File: src/shared/lcd_consts.svh
`ifndef LCD_CONSTS_SVH
`define LCD_CONSTS_SVH

// panel geometry
`define LCD_NUM_BYTES      3
`define LCD_NUM_DIGITS     6
`define LCD_SEGS_PER_DIGIT 7
`define LCD_CODE_BITS      4

// backplane timing: rate of the system clock and of the backplane square wave
`define LCD_CLK_FREQ_HZ    250000000
`define LCD_BP_FREQ_HZ     80
// half period of the backplane in clock cycles, rounded down
`define LCD_BP_HALF_CYCLES (`LCD_CLK_FREQ_HZ / (2 * `LCD_BP_FREQ_HZ))

// segment patterns, bit 6 = a ... bit 0 = g, 1 = lit
`define LCD_PAT_0 7'h7E
`define LCD_PAT_1 7'h30
`define LCD_PAT_2 7'h6D
`define LCD_PAT_3 7'h79
`define LCD_PAT_4 7'h33
`define LCD_PAT_5 7'h5B
`define LCD_PAT_6 7'h5F
`define LCD_PAT_7 7'h70
`define LCD_PAT_8 7'h7F
`define LCD_PAT_9 7'h7B
`define LCD_PAT_A 7'h77
`define LCD_PAT_B 7'h1F
`define LCD_PAT_C 7'h4E
`define LCD_PAT_D 7'h3D
`define LCD_PAT_E 7'h4F
`define LCD_PAT_F 7'h47

// reset values
`define LCD_BYTE_RESET 8'h00
`define LCD_SEG_RESET  7'h00

`endif

File: src/shared/lcd_pkg.sv
package lcd_pkg;
  typedef logic [3:0] digit_code_t;
  typedef logic [6:0] seg_pattern_t;
  typedef logic [7:0] data_byte_t;
endpackage

File: src/seg_decoder.sv
`timescale 1ns/10ps
`include "lcd_consts.svh"

module seg_decoder (
  input  lcd_pkg::digit_code_t  code,
  output lcd_pkg::seg_pattern_t lit
);

  // hexadecimal decode, code bit 0 is the least significant
  always_comb begin
    case (code)
      4'h0:    lit = `LCD_PAT_0;
      4'h1:    lit = `LCD_PAT_1;
      4'h2:    lit = `LCD_PAT_2;
      4'h3:    lit = `LCD_PAT_3;
      4'h4:    lit = `LCD_PAT_4;
      4'h5:    lit = `LCD_PAT_5;
      4'h6:    lit = `LCD_PAT_6;
      4'h7:    lit = `LCD_PAT_7;
      4'h8:    lit = `LCD_PAT_8;
      4'h9:    lit = `LCD_PAT_9;
      4'hA:    lit = `LCD_PAT_A;
      4'hB:    lit = `LCD_PAT_B;
      4'hC:    lit = `LCD_PAT_C;
      4'hD:    lit = `LCD_PAT_D;
      4'hE:    lit = `LCD_PAT_E;
      4'hF:    lit = `LCD_PAT_F;
      default: lit = `LCD_SEG_RESET;
    endcase
  end

endmodule

File: src/lcd_seven_segment_driver.sv
// Functional notes
// - three data bytes, each latched on the rising edge of its own strobe.
// - six four-bit digit codes, twenty-four bits, feed the segment decoders.
// - forty-two separate segment outputs, all driven continuously, never multiplexed.
// - one backplane output for the whole panel, always toggling, never static.
// - no digit multiplexing frequency reaches the segments, so nothing beats.
// - backplane square wave runs at about 80 Hz from the internal clock.
// - segment output is backplane xor lit; lit segments run in antiphase.
// - hex decode; zero all but g, one b c, two a b d e g.
`timescale 1ns/10ps
`include "lcd_consts.svh"

module lcd_seven_segment_driver #(
  parameter int unsigned BP_HALF_CYCLES = `LCD_BP_HALF_CYCLES
) (
  input  wire logic        clk,
  input  wire logic        rst_n,
  input  wire logic        byte_strobe_first,
  input  wire logic        byte_strobe_second,
  input  wire logic        byte_strobe_third,
  input  wire logic [7:0]  byte_data_first,
  input  wire logic [7:0]  byte_data_second,
  input  wire logic [7:0]  byte_data_third,
  output logic      [41:0] segment_out,
  output logic             backplane_out
);

  localparam int NB = `LCD_NUM_BYTES;
  localparam int ND = `LCD_NUM_DIGITS;
  localparam int NS = `LCD_SEGS_PER_DIGIT;
  localparam int CW = (BP_HALF_CYCLES > 1) ? $clog2(BP_HALF_CYCLES) : 1;

  // the counter needs at least one cycle per half period
  if (BP_HALF_CYCLES < 1) begin : g_bad_half
    $error("BP_HALF_CYCLES must be at least one");
  end

  logic [NB-1:0]          strobe_pin;
  lcd_pkg::data_byte_t    data_pin   [NB];
  logic [NB-1:0]          strobe_s1_q, strobe_s2_q, strobe_prev_q;
  logic [NB-1:0]          strobe_s1_d, strobe_s2_d, strobe_prev_d;
  logic [NB-1:0]          strobe_edge;
  lcd_pkg::data_byte_t    data_s1_q  [NB];
  lcd_pkg::data_byte_t    data_s2_q  [NB];
  lcd_pkg::data_byte_t    byte_q     [NB];
  lcd_pkg::data_byte_t    byte_d     [NB];
  lcd_pkg::seg_pattern_t  lit        [ND];
  logic [CW-1:0]          cnt_q, cnt_d;
  logic                   bp_q, bp_d;
  logic [ND*NS-1:0]       seg_q, seg_d;

  assign strobe_pin  = {byte_strobe_third, byte_strobe_second, byte_strobe_first};
  assign data_pin[0] = byte_data_first;
  assign data_pin[1] = byte_data_second;
  assign data_pin[2] = byte_data_third;

  // strobe synchronisers plus an edge history stage; only stage two and the history stage are looked at
  always_comb begin
    strobe_s1_d   = strobe_pin;
    strobe_s2_d   = strobe_s1_q;
    strobe_prev_d = strobe_s2_q;
  end

  assign strobe_edge = strobe_s2_q & ~strobe_prev_q;

  always_ff @(posedge clk or negedge rst_n) begin
    if (!rst_n) begin
      strobe_s1_q   <= '0;
      strobe_s2_q   <= '0;
      strobe_prev_q <= '0;
    end else begin
      strobe_s1_q   <= strobe_s1_d;
      strobe_s2_q   <= strobe_s2_d;
      strobe_prev_q <= strobe_prev_d;
    end
  end

  // per byte: data synchroniser and the holding register; data shares the strobe latency,
  // so the host must hold the byte steady for a few cycles around its strobe edge
  for (genvar b = 0; b < NB; b++) begin : g_byte
    always_comb begin
      byte_d[b] = strobe_edge[b] ? data_s2_q[b] : byte_q[b];
    end

    always_ff @(posedge clk or negedge rst_n) begin
      if (!rst_n) begin
        data_s1_q[b] <= `LCD_BYTE_RESET;
        data_s2_q[b] <= `LCD_BYTE_RESET;
        byte_q[b]    <= `LCD_BYTE_RESET;
      end else begin
        data_s1_q[b] <= data_pin[b];
        data_s2_q[b] <= data_s1_q[b];
        byte_q[b]    <= byte_d[b];
      end
    end
  end

  // one decoder per digit, low nibble to the even digit, high nibble to the odd one
  for (genvar d = 0; d < ND; d++) begin : g_digit
    seg_decoder u_dec (
      .code (byte_q[d/2][4*(d%2) +: 4]),
      .lit  (lit[d])
    );
  end

  // backplane divider; a free-running square wave, so the panel never sees dc
  always_comb begin
    cnt_d = cnt_q + CW'(1);
    bp_d  = bp_q;
    if (cnt_q == CW'(BP_HALF_CYCLES - 1)) begin
      cnt_d = '0;
      bp_d  = ~bp_q;
    end
  end

  // segment drive: every segment has its own static wave, phase set by its lit state
  always_comb begin
    for (int d = 0; d < ND; d++) begin
      seg_d[d*NS +: NS] = lit[d] ^ {NS{bp_q}};
    end
  end

  always_ff @(posedge clk or negedge rst_n) begin
    if (!rst_n) begin
      cnt_q <= '0;
      bp_q  <= 1'b0;
      seg_q <= '0;
    end else begin
      cnt_q <= cnt_d;
      bp_q  <= bp_d;
      seg_q <= seg_d;
    end
  end

  // segments lag the backplane flop by one cycle; the panel cannot see 4 ns
  assign segment_out   = seg_q;
  assign backplane_out = bp_q;

  // checks
  latch_on_edge_a: assert property (@(posedge clk) disable iff (!rst_n)
    strobe_edge[0] |=> byte_q[0] == $past(data_s2_q[0]))
    else $error("first byte not latched on its strobe edge");

  byte_hold_a: assert property (@(posedge clk) disable iff (!rst_n)
    !strobe_edge[1] |=> $stable(byte_q[1]))
    else $error("second byte changed without a strobe edge");

  bp_toggle_only_a: assert property (@(posedge clk) disable iff (!rst_n)
    $changed(bp_q) |-> $past(cnt_q) == CW'(BP_HALF_CYCLES - 1))
    else $error("backplane toggled off the half period");

  bp_keeps_running_a: assert property (@(posedge clk) disable iff (!rst_n)
    cnt_q == CW'(BP_HALF_CYCLES - 1) |=> bp_q != $past(bp_q) && cnt_q == '0)
    else $error("backplane failed to toggle");

  // a strobe edge one cycle before the flip loads a byte on the flip edge that moves the segments too, so that case is left out
  seg_invert_a: assert property (@(posedge clk) disable iff (!rst_n)
    $changed(bp_q) && $past(strobe_edge) == '0 |=> segment_out == ~$past(segment_out))
    else $error("segments did not follow the backplane phase");

  zero_decode_a: assert property (@(posedge clk) disable iff (!rst_n)
    byte_q[0][3:0] == 4'h0 |=> segment_out[6:0] == (`LCD_PAT_0 ^ {7{$past(bp_q)}}))
    else $error("code zero decoded wrongly on digit zero");

  high_nibble_a: assert property (@(posedge clk) disable iff (!rst_n)
    byte_q[0][7:4] == 4'h1 |=> segment_out[13:7] == (`LCD_PAT_1 ^ {7{$past(bp_q)}}))
    else $error("high nibble does not drive digit one");

  top_digit_a: assert property (@(posedge clk) disable iff (!rst_n)
    byte_q[2][7:4] == 4'h2 |=> segment_out[41:35] == (`LCD_PAT_2 ^ {7{$past(bp_q)}}))
    else $error("digit five decoded wrongly");

  update_lat_a: assert property (@(posedge clk) disable iff (!rst_n)
    strobe_edge[2] ##1 !$changed(bp_q) |=> segment_out[34:28] == (lit[4] ^ {7{bp_q}}) || $changed(bp_q))
    else $error("digit four not updated after strobe");

  // the other two bytes load from their own synchroniser only on their own edge
  latch_second_a: assert property (@(posedge clk) disable iff (!rst_n)
    strobe_edge[1] |=> byte_q[1] == $past(data_s2_q[1]))
    else $error("second byte not latched on its strobe edge");

  latch_third_a: assert property (@(posedge clk) disable iff (!rst_n)
    strobe_edge[2] |=> byte_q[2] == $past(data_s2_q[2]))
    else $error("third byte not latched on its strobe edge");

  // a strobe on one byte must leave the others alone
  hold_first_a: assert property (@(posedge clk) disable iff (!rst_n)
    !strobe_edge[0] |=> $stable(byte_q[0]))
    else $error("first byte changed without a strobe edge");

  hold_third_a: assert property (@(posedge clk) disable iff (!rst_n)
    !strobe_edge[2] |=> $stable(byte_q[2]))
    else $error("third byte changed without a strobe edge");

  // static drive: no new byte and no backplane flip means no segment moves;
  // the first cycle after reset is left out, the segment flops still hold their reset value
  seg_static_a: assert property (@(posedge clk) disable iff (!rst_n)
    $past(rst_n) && !$changed(bp_q) && $past(strobe_edge) == '0 |=> $stable(segment_out))
    else $error("segments moved with no strobe and no backplane flip");

  // the divider never runs past the end of its half period
  cnt_range_a: assert property (@(posedge clk) disable iff (!rst_n)
    cnt_q <= CW'(BP_HALF_CYCLES - 1))
    else $error("backplane divider past its half period");

  // fixed decodes on the middle digits and on digit four
  eight_decode_a: assert property (@(posedge clk) disable iff (!rst_n)
    byte_q[1][3:0] == 4'h8 |=> segment_out[20:14] == (`LCD_PAT_8 ^ {7{$past(bp_q)}}))
    else $error("code eight decoded wrongly on digit two");

  digit_three_a: assert property (@(posedge clk) disable iff (!rst_n)
    byte_q[1][7:4] == 4'h0 |=> segment_out[27:21] == (`LCD_PAT_0 ^ {7{$past(bp_q)}}))
    else $error("high nibble of the second byte does not drive digit three");

  digit_four_a: assert property (@(posedge clk) disable iff (!rst_n)
    byte_q[2][3:0] == 4'h4 |=> segment_out[34:28] == (`LCD_PAT_4 ^ {7{$past(bp_q)}}))
    else $error("code four decoded wrongly on digit four");

  cover_strobe_c: cover property (@(posedge clk) disable iff (!rst_n) strobe_edge[0]);
  cover_third_c:  cover property (@(posedge clk) disable iff (!rst_n) strobe_edge[2]);
  cover_bp_c:     cover property (@(posedge clk) disable iff (!rst_n) $rose(bp_q));
  cover_eight_c:  cover property (@(posedge clk) disable iff (!rst_n) byte_q[1][3:0] == 4'h8);
  cover_second_c: cover property (@(posedge clk) disable iff (!rst_n) strobe_edge[1]);

endmodule

File: config.mk
export PLATFORM = sky130hd
export DESIGN_NAME = lcd_seven_segment_driver
export DESIGN_NICKNAME = d
export VERILOG_FILES = /design/src/shared/lcd_pkg.sv /design/src/seg_decoder.sv /design/src/lcd_seven_segment_driver.sv
export VERILOG_INCLUDE_DIRS = /design/src /design/src/shared
export SDC_FILE = /design/constraint.sdc
export NUM_CORES = 1
export LEC_CHECK = 0
export BUFFER_PORTS_ARGS = -buffer_cell sky130_fd_sc_hd__buf_2
export CORE_ASPECT_RATIO = 1.2
export CORE_MARGIN = 3
export CORE_UTILIZATION = 29
export CTS_CLUSTER_DIAMETER = 80
export DETAILED_ROUTE_END_ITERATION = 16
export PLACE_DENSITY = 0.52
export SLEW_MARGIN = 20
export SYNTH_ARGS = -nofsm -noshare
export SYNTH_HDL_FRONTEND = slang
export SYNTH_SLANG_ARGS = --single-unit
File: constraint.sdc
create_clock -name clk -period 3.3 [get_ports clk]
set_input_delay 0.66 -clock clk [delete_from_list [all_inputs] [get_ports clk]]
set_output_delay 0.66 -clock clk [all_outputs]
set_load 0.005 [all_outputs]
==> impl_metrics.py, run 1 <==
metrics = {
    "yosys": {
        "ys_ff_latch": 145,
        "async_flop_share_pct": 100.0,
        "synthTopCellsByArea": "dfrtp_1 (58%), ha_1 (7.4%), xor2_1 (4.5%)",
        "yosysUniqueCellTypes": 37,
        "synth_edf_count": 0,
        "ys.warnings.count": 0,
        "synth_area_sq_um": 6243,
        "ys.flop_type": "dfrtp_1",
        "avgSynthCellArea_sq_um": 12.15,
        "synth_fp_nets": 580,
        "yosysTopAreaCellShare_pct": 58.12,
        "yosys.area.top_type": "dfrtp_1",
        "ys_seq_area_share_pct": 58.12,
        "syn_inst": 514,
    },
    "drt": {
        "ant_nets": 0,
        "avgRoutedWirePerCell_microns": 12.65,
        "drt_pass1_iterations": 7,
        "drtIter0Drc": 116,
        "vias_per_cell": 4.442,
        "drc": 0,
        "routed_wl_mm": 10.93,
        "vias": 3838,
    },
    "clock_tree": {
        "cts_tree": "built",
        "cts_setup_buffers": 0,
        "root_buffer": "clkbuf_16",
        "insertion_delay_ns": 0.41,
        "cts_buffer_depth": 2,
        "clk_pin_slew_worst_paths_ns": 0.06,
        "cts.hold.buffers_added": 0,
        "cts.htree.levels": 4,
        "cts_resized": 0,
        "cts.sinks": 145,
        "cts_buffers": 17,
    },
    "sta": {
        "skew_ns": 0.007319,
        "worst_slew_pin_slew_ns": 0.8521,
        "rsz0062_at_grt": "no",
        "relSlewSlack_pct": 43.07,
        "fmaxAchievable_mhz": 499.9,
        "layout_min_cycle_time_ns": 2.000,
        "tns_ns": 0,
        "post-route-period-util_pct": 60.61,
        "finalSetupViolCount": 0,
        "hold_ws_ns": 0.2235,
        "slew_violations": 0,
        "hold_viol": 0,
    },
    "outcome": {
        "status": "complete, no violations",
    },
    "finish": {
        "layout_commonest_cell": "dfrtp_1",
        "nets": 648,
        "drive_gt1_share_pct": 22.73,
        "diodes": 0,
        "stdcell_area_sq_um": 7487,
        "most-common-layout-cells": "dfrtp_1 (144), buf_2 (70), ha_1 (37)",
        "synthToLayoutAreaGrowth_pct": 19.92,
        "finalNonFillerCells": 864,
    },
    "global_route": {
        "grt_overflow_total": 0,
        "grt.total_usage_pct": 9.900,
        "grt_max_degree": 64,
        "grt_pass1_vias": 3987,
        "antenna_found_initial": 1,
        "grt_pass1_wl_mm": 18.89,
    },
    "floorplan": {
        "row_count": 58,
        "pin_count": 72,
        "die_w_microns": 139.9,
        "fp.coreArea_sq_um": 21050,
        "die_h_microns": 166.7,
        "dieArea_sq_um": 23330,
        "start_util_pct": 29.67,
    },
    "setup_path": {
        "cp.arrival_ns": 2.33,
        "crit_type": "reg2reg",
        "critPathLaunchType": "flop",
        "reg2reg_from": "cnt_q[0]",
        "critPathLaunch": "cnt_q[0]",
        "endpoint_kind": "flop",
        "regToRegSetupSlack_ns": 1.30,
        "worstSetupEndpoint": "cnt_q[20]",
        "rr_endpoint": "cnt_q[20]",
        "cp_max_fo": 6,
        "r2r_cells": 5,
        "crit_required_ns": 3.63,
    },
    "placed_design": {
        "place_inst": 833,
        "place_area_sq_um": 6888,
        "gp_congestion": 0.8465,
        "dpl.hpwl_mm": 7.732,
        "io_buffers": 71,
    },
    "power_and_ir_drop": {
        "p_leak_nw": 3.295,
        "irDropWorstVdd_v": 0.0003395,
        "power.density_nw_per_um2": 622.6,
    },
    "worst_hold_path": {
        "holdCritPathClass": "in2async",
    },
    "flow_run": {
        "cap_violations": 0,
    },
}
## worst max-delay path, cell delays in order, from the launching register on
cell and delay, ns:
dfrtp_1 0.39, ha_1 0.28, nand4_4 0.16, or4_4 0.59
or3_1 0.35, a21oi_1 0.14
## cells in the mapped netlist (2+ instances only)
library cell    n
a21oi_1        15
a22oi_1         6
a32oi_1         6
clkbuf_1       24
dfrtp_1       145
ha_1           37
inv_1          27
mux2_2         11
mux2i_1        14
mux4_2          6
nand2_1        32
nand3_1         5
nand4_1         6
nor2_1         26
nor2b_1        15
nor3_1         16
nor4_1          2
o21ai_0        33
o32ai_1         6
or3_1           4
or3b_2          5
or4_2           2
xnor2_1        26
xor2_1         32
## through the flow
stage	utilization [%]	power [W]	worst slack, ns
2_1_floorplan	-	0.002535	1.428
3_3_place_gp	32.73	0.002779	1.332
3_5_place_dp	32.73	0.002804	1.323
4_1_cts	35.58	0.004756	1.299
5_1_grt	35.58	0.004932	1.168
6_report	35.58	0.004662	1.300
## state kept, by name, indices dropped and copies added, names as in the netlist
register	cells
segment_out	42
byte_q	24
data_s1_q	24
data_s2_q	24
cnt_q	21
strobe_prev_d	3
strobe_prev_q	3
strobe_s1_q	3
backplane_out	1
## power by group
group          internal (W)  switching (W)
clock               0.00117       0.000741
sequential          0.00196       0.000142
combinational      0.000330       0.000318
total               0.00346        0.00120
## cell families after synthesis
logic type | Yosys count | share of synthesized area, %
xor gates and xnor gates | 58 | 8.136
muxes | 31 | 6.393
AOI/OAI and AO/OA | 68 | 6.473
DFF | 145 | 58.12
buffers and inverters | 53 | 3.206
adders and majority gates | 37 | 7.415
and+or+nand+nor | 122 | 10.26
## routing by layer
metal | track usage [%] | share of wire, % | vias up
li1 | - | - | 1862
met1 | 11.29 | 42 | 1878
met2 | 16.68 | 51 | 77
met3 | 3.504 | 5.2 | 19
met4 | 4.425 | 2.1 | 2
met5 | 0 | 0.12 | -
## worst min-delay path by stage
| stage | depth (start not counted) | endpoint |
|---|---|---|
| final | 1 | cnt_q[13] |
| after CTS | 1 | cnt_q[13] |
| after global placement | 0 | strobe_prev_d[0] |
| after floorplan | 0 | data_s2_q[0] |
| after detailed placement | 0 | data_s2_q[4] |
| after global routing | 1 | cnt_q[13] |
## final cells by class
cell class              count  area, sq um
multi-input cells         316         2415
well taps                 270        337.8
repair buffers             75        404.1
inverters                  27        101.3
fillers                  2086        13560
clock buffers              19        452.9
flip-flops and latches    145         3630
clock inverters            12        146.4
Power figures use the tool's default switching activity.
==> run 2: changes to the inputs <==
==> constraint.sdc (replaced) <==
create_clock -name clk -period 2.01 [get_ports clk]
set_input_delay 0.402 -clock clk [delete_from_list [all_inputs] [get_ports clk]]
set_output_delay 0.402 -clock clk [all_outputs]
set_load 0.005 [all_outputs]
==> impl_metrics.py, run 2 (synthesis gave the netlist of run 1 again) <==
metrics = {
    "finish": {
        "drive_gt1_share_pct": 23.88,
        "diodes": 0,
        "finalNonFillerCells": 873,
        "regArea_sq_um": 3630,
        "layout_commonest_cell": "dfrtp_1",
        "synthToLayoutAreaGrowth_pct": 21.26,
        "most-common-layout-cells": "dfrtp_1 (144), buf_2 (70), ha_1 (36)",
        "largest_register_ff_count": 42,
        "nets": 659,
        "num-fill-cells": 2081,
        "multi_input_area_sq_um": 2417,
    },
    "global_route": {
        "grt_pass1_vias": 3955,
        "antenna_found_initial": 0,
        "grt.total_usage_pct": 10.05,
        "grt_pass1_wl_mm": 19.09,
        "grt_max_degree": 44,
        "grt_overflow_total": 0,
    },
    "worst_hold_path": {
        "holdCritPathClass": "in2reg",
        "min_path_cells": 1,
    },
    "setup_path": {
        "crit_type": "reg2reg",
        "crit_required_ns": 2.35,
        "cp_max_fo": 5,
        "cp.arrival_ns": 2.21,
        "critPathLaunchType": "flop",
        "crit_slowest_cell": "or4_4",
        "crit_chain": "ha_2 -> nand4_4 -> or4_4 -> or3_1 -> a21oi_1",
        "crit_path_max_incr_delay_ns": 0.58,
        "endpoint_kind": "flop",
        "r2r_cells": 5,
    },
    "sta": {
        "post-route-period-util_pct": 93.22,
        "layout_min_cycle_time_ns": 1.874,
        "finalSetupViolCount": 0,
        "fmaxAchievable_mhz": 533.7,
        "worst_slew_pin_slew_ns": 0.4724,
        "skew_ns": 0.005982,
        "rsz0062_at_grt": "no",
        "tns_ns": 0,
        "relSlewSlack_pct": 68.22,
        "slew_violations": 0,
        "hold_viol": 0,
    },
    "clock_tree": {
        "cts_buffer_depth": 2,
        "cts_buffers": 17,
        "cts_tree": "built",
        "clk_pin_slew_worst_paths_ns": 0.06,
        "cts.sinks": 145,
        "root_buffer": "clkbuf_16",
        "insertion_delay_ns": 0.41,
        "cts.htree.levels": 4,
    },
    "floorplan": {
        "die_w_microns": 139.9,
        "fp.coreArea_sq_um": 21050,
        "row_count": 58,
        "pin_count": 72,
        "dieArea_sq_um": 23330,
        "start_util_pct": 29.67,
        "die_h_microns": 166.7,
    },
    "drt": {
        "vias_per_cell": 4.490,
        "ant_nets": 0,
        "routed_wl_mm": 11.12,
        "vias": 3920,
        "drt_pass1_iterations": 4,
        "drc": 0,
        "avgRoutedWirePerCell_microns": 12.74,
        "drtIter0Drc": 125,
    },
    "power_and_ir_drop": {
        "irDropWorstVdd_v": 0.0005401,
        "power.density_nw_per_um2": 1012,
        "p_leak_nw": 3.347,
    },
    "flow_run": {
        "cap_violations": 0,
    },
    "outcome": {
        "status": "complete, no violations",
    },
    "placed_design": {
        "place_inst": 843,
        "gp_congestion": 0.8587,
        "io_buffers": 71,
        "dpl.hpwl_mm": 8.006,
    },
}
## run 2: cell types whose count changed in the layout (fill, tap and decap cells not counted), sizes merged
cell         before  now
bufinv            2    3
dlygate4sd3       0    1
inv              33   31
clkinv            1    2
clkbuf           19   17
buf              75   85
## run 2: worst paths after layout
path | start | end | slack (ns)
setup / recovery | cnt_q[0] | cnt_q[20] | 0.14
hold / removal | byte_data_third[4] | data_s1_q[4] | 0.09
setup reg to reg | cnt_q[0] | cnt_q[20] | 0.14
hold reg to reg | data_s1_q[19] | data_s2_q[19] | 0.34
max in group asynchronous | rst_n | data_s2_q[9] | 0.89
min in group asynchronous | rst_n | segment_out[19] | 0.48
## run 2: worst max-delay path: cells and delay by family (launching register included)
family                     cells  cell delay [ns]
AOI/OAI and AO/OA              1             0.15
and+or+nand+nor                3             1.04
DFF                            1             0.39
adders and majority gates      1             0.22
## run 2: area by class of cell
class,count,area share (%)
Clock buffer,17,5.619
Clock inverter,12,2.082
Inverter,27,1.339
Multi-Input combinational cell,316,31.93
Sequential cell,145,47.94
Tap cell,270,4.462
Timing Repair Buffer,86,6.627
## run 2: metal layers
metal	vias up	part of all wire (%)	wire, microns	global-route usage (%)
met1	1948	43	4821	12.32
met2	72	50	5569	16.41
met4	0	1.5	168	3.456
met3	15	5.1	562	3.676
li1	1885	-	-	-
met5	-	0	0	0
## run 2: where the power goes
group / total, W / switching, W / internal [W]
Clock: 0.00312 / 0.00118 / 0.00194
Combinational: 0.00109 / 0.000536 / 0.000554
Sequential: 0.00346 / 0.000229 / 0.00323
Total: 0.00766 / 0.00194 / 0.00572
## run 2: metrics by stage
step	hold slack, ns	util (%)	worst slack (ns)	area, sq um	total power (W)
after detailed placement	0.3347	33.15	0.1098	6975	0.004621
after CTS	0.06596	35.96	0.1099	7569	0.007828
after global placement	0.3325	33.15	0.1723	6975	0.004579
after global routing	0.05848	35.98	0.01030	7571	0.008122
final	0.09194	35.98	0.1363	7571	0.007664
after floorplan	0.1064	-	0.1376	6243	0.004162
## run 2: timing repair
item,CTS,global route
hold buffers,1,0
buffers inserted,0,0
gates resized for setup,0,1
setup endpoints to repair,0,1
hold endpoints to repair,37,0
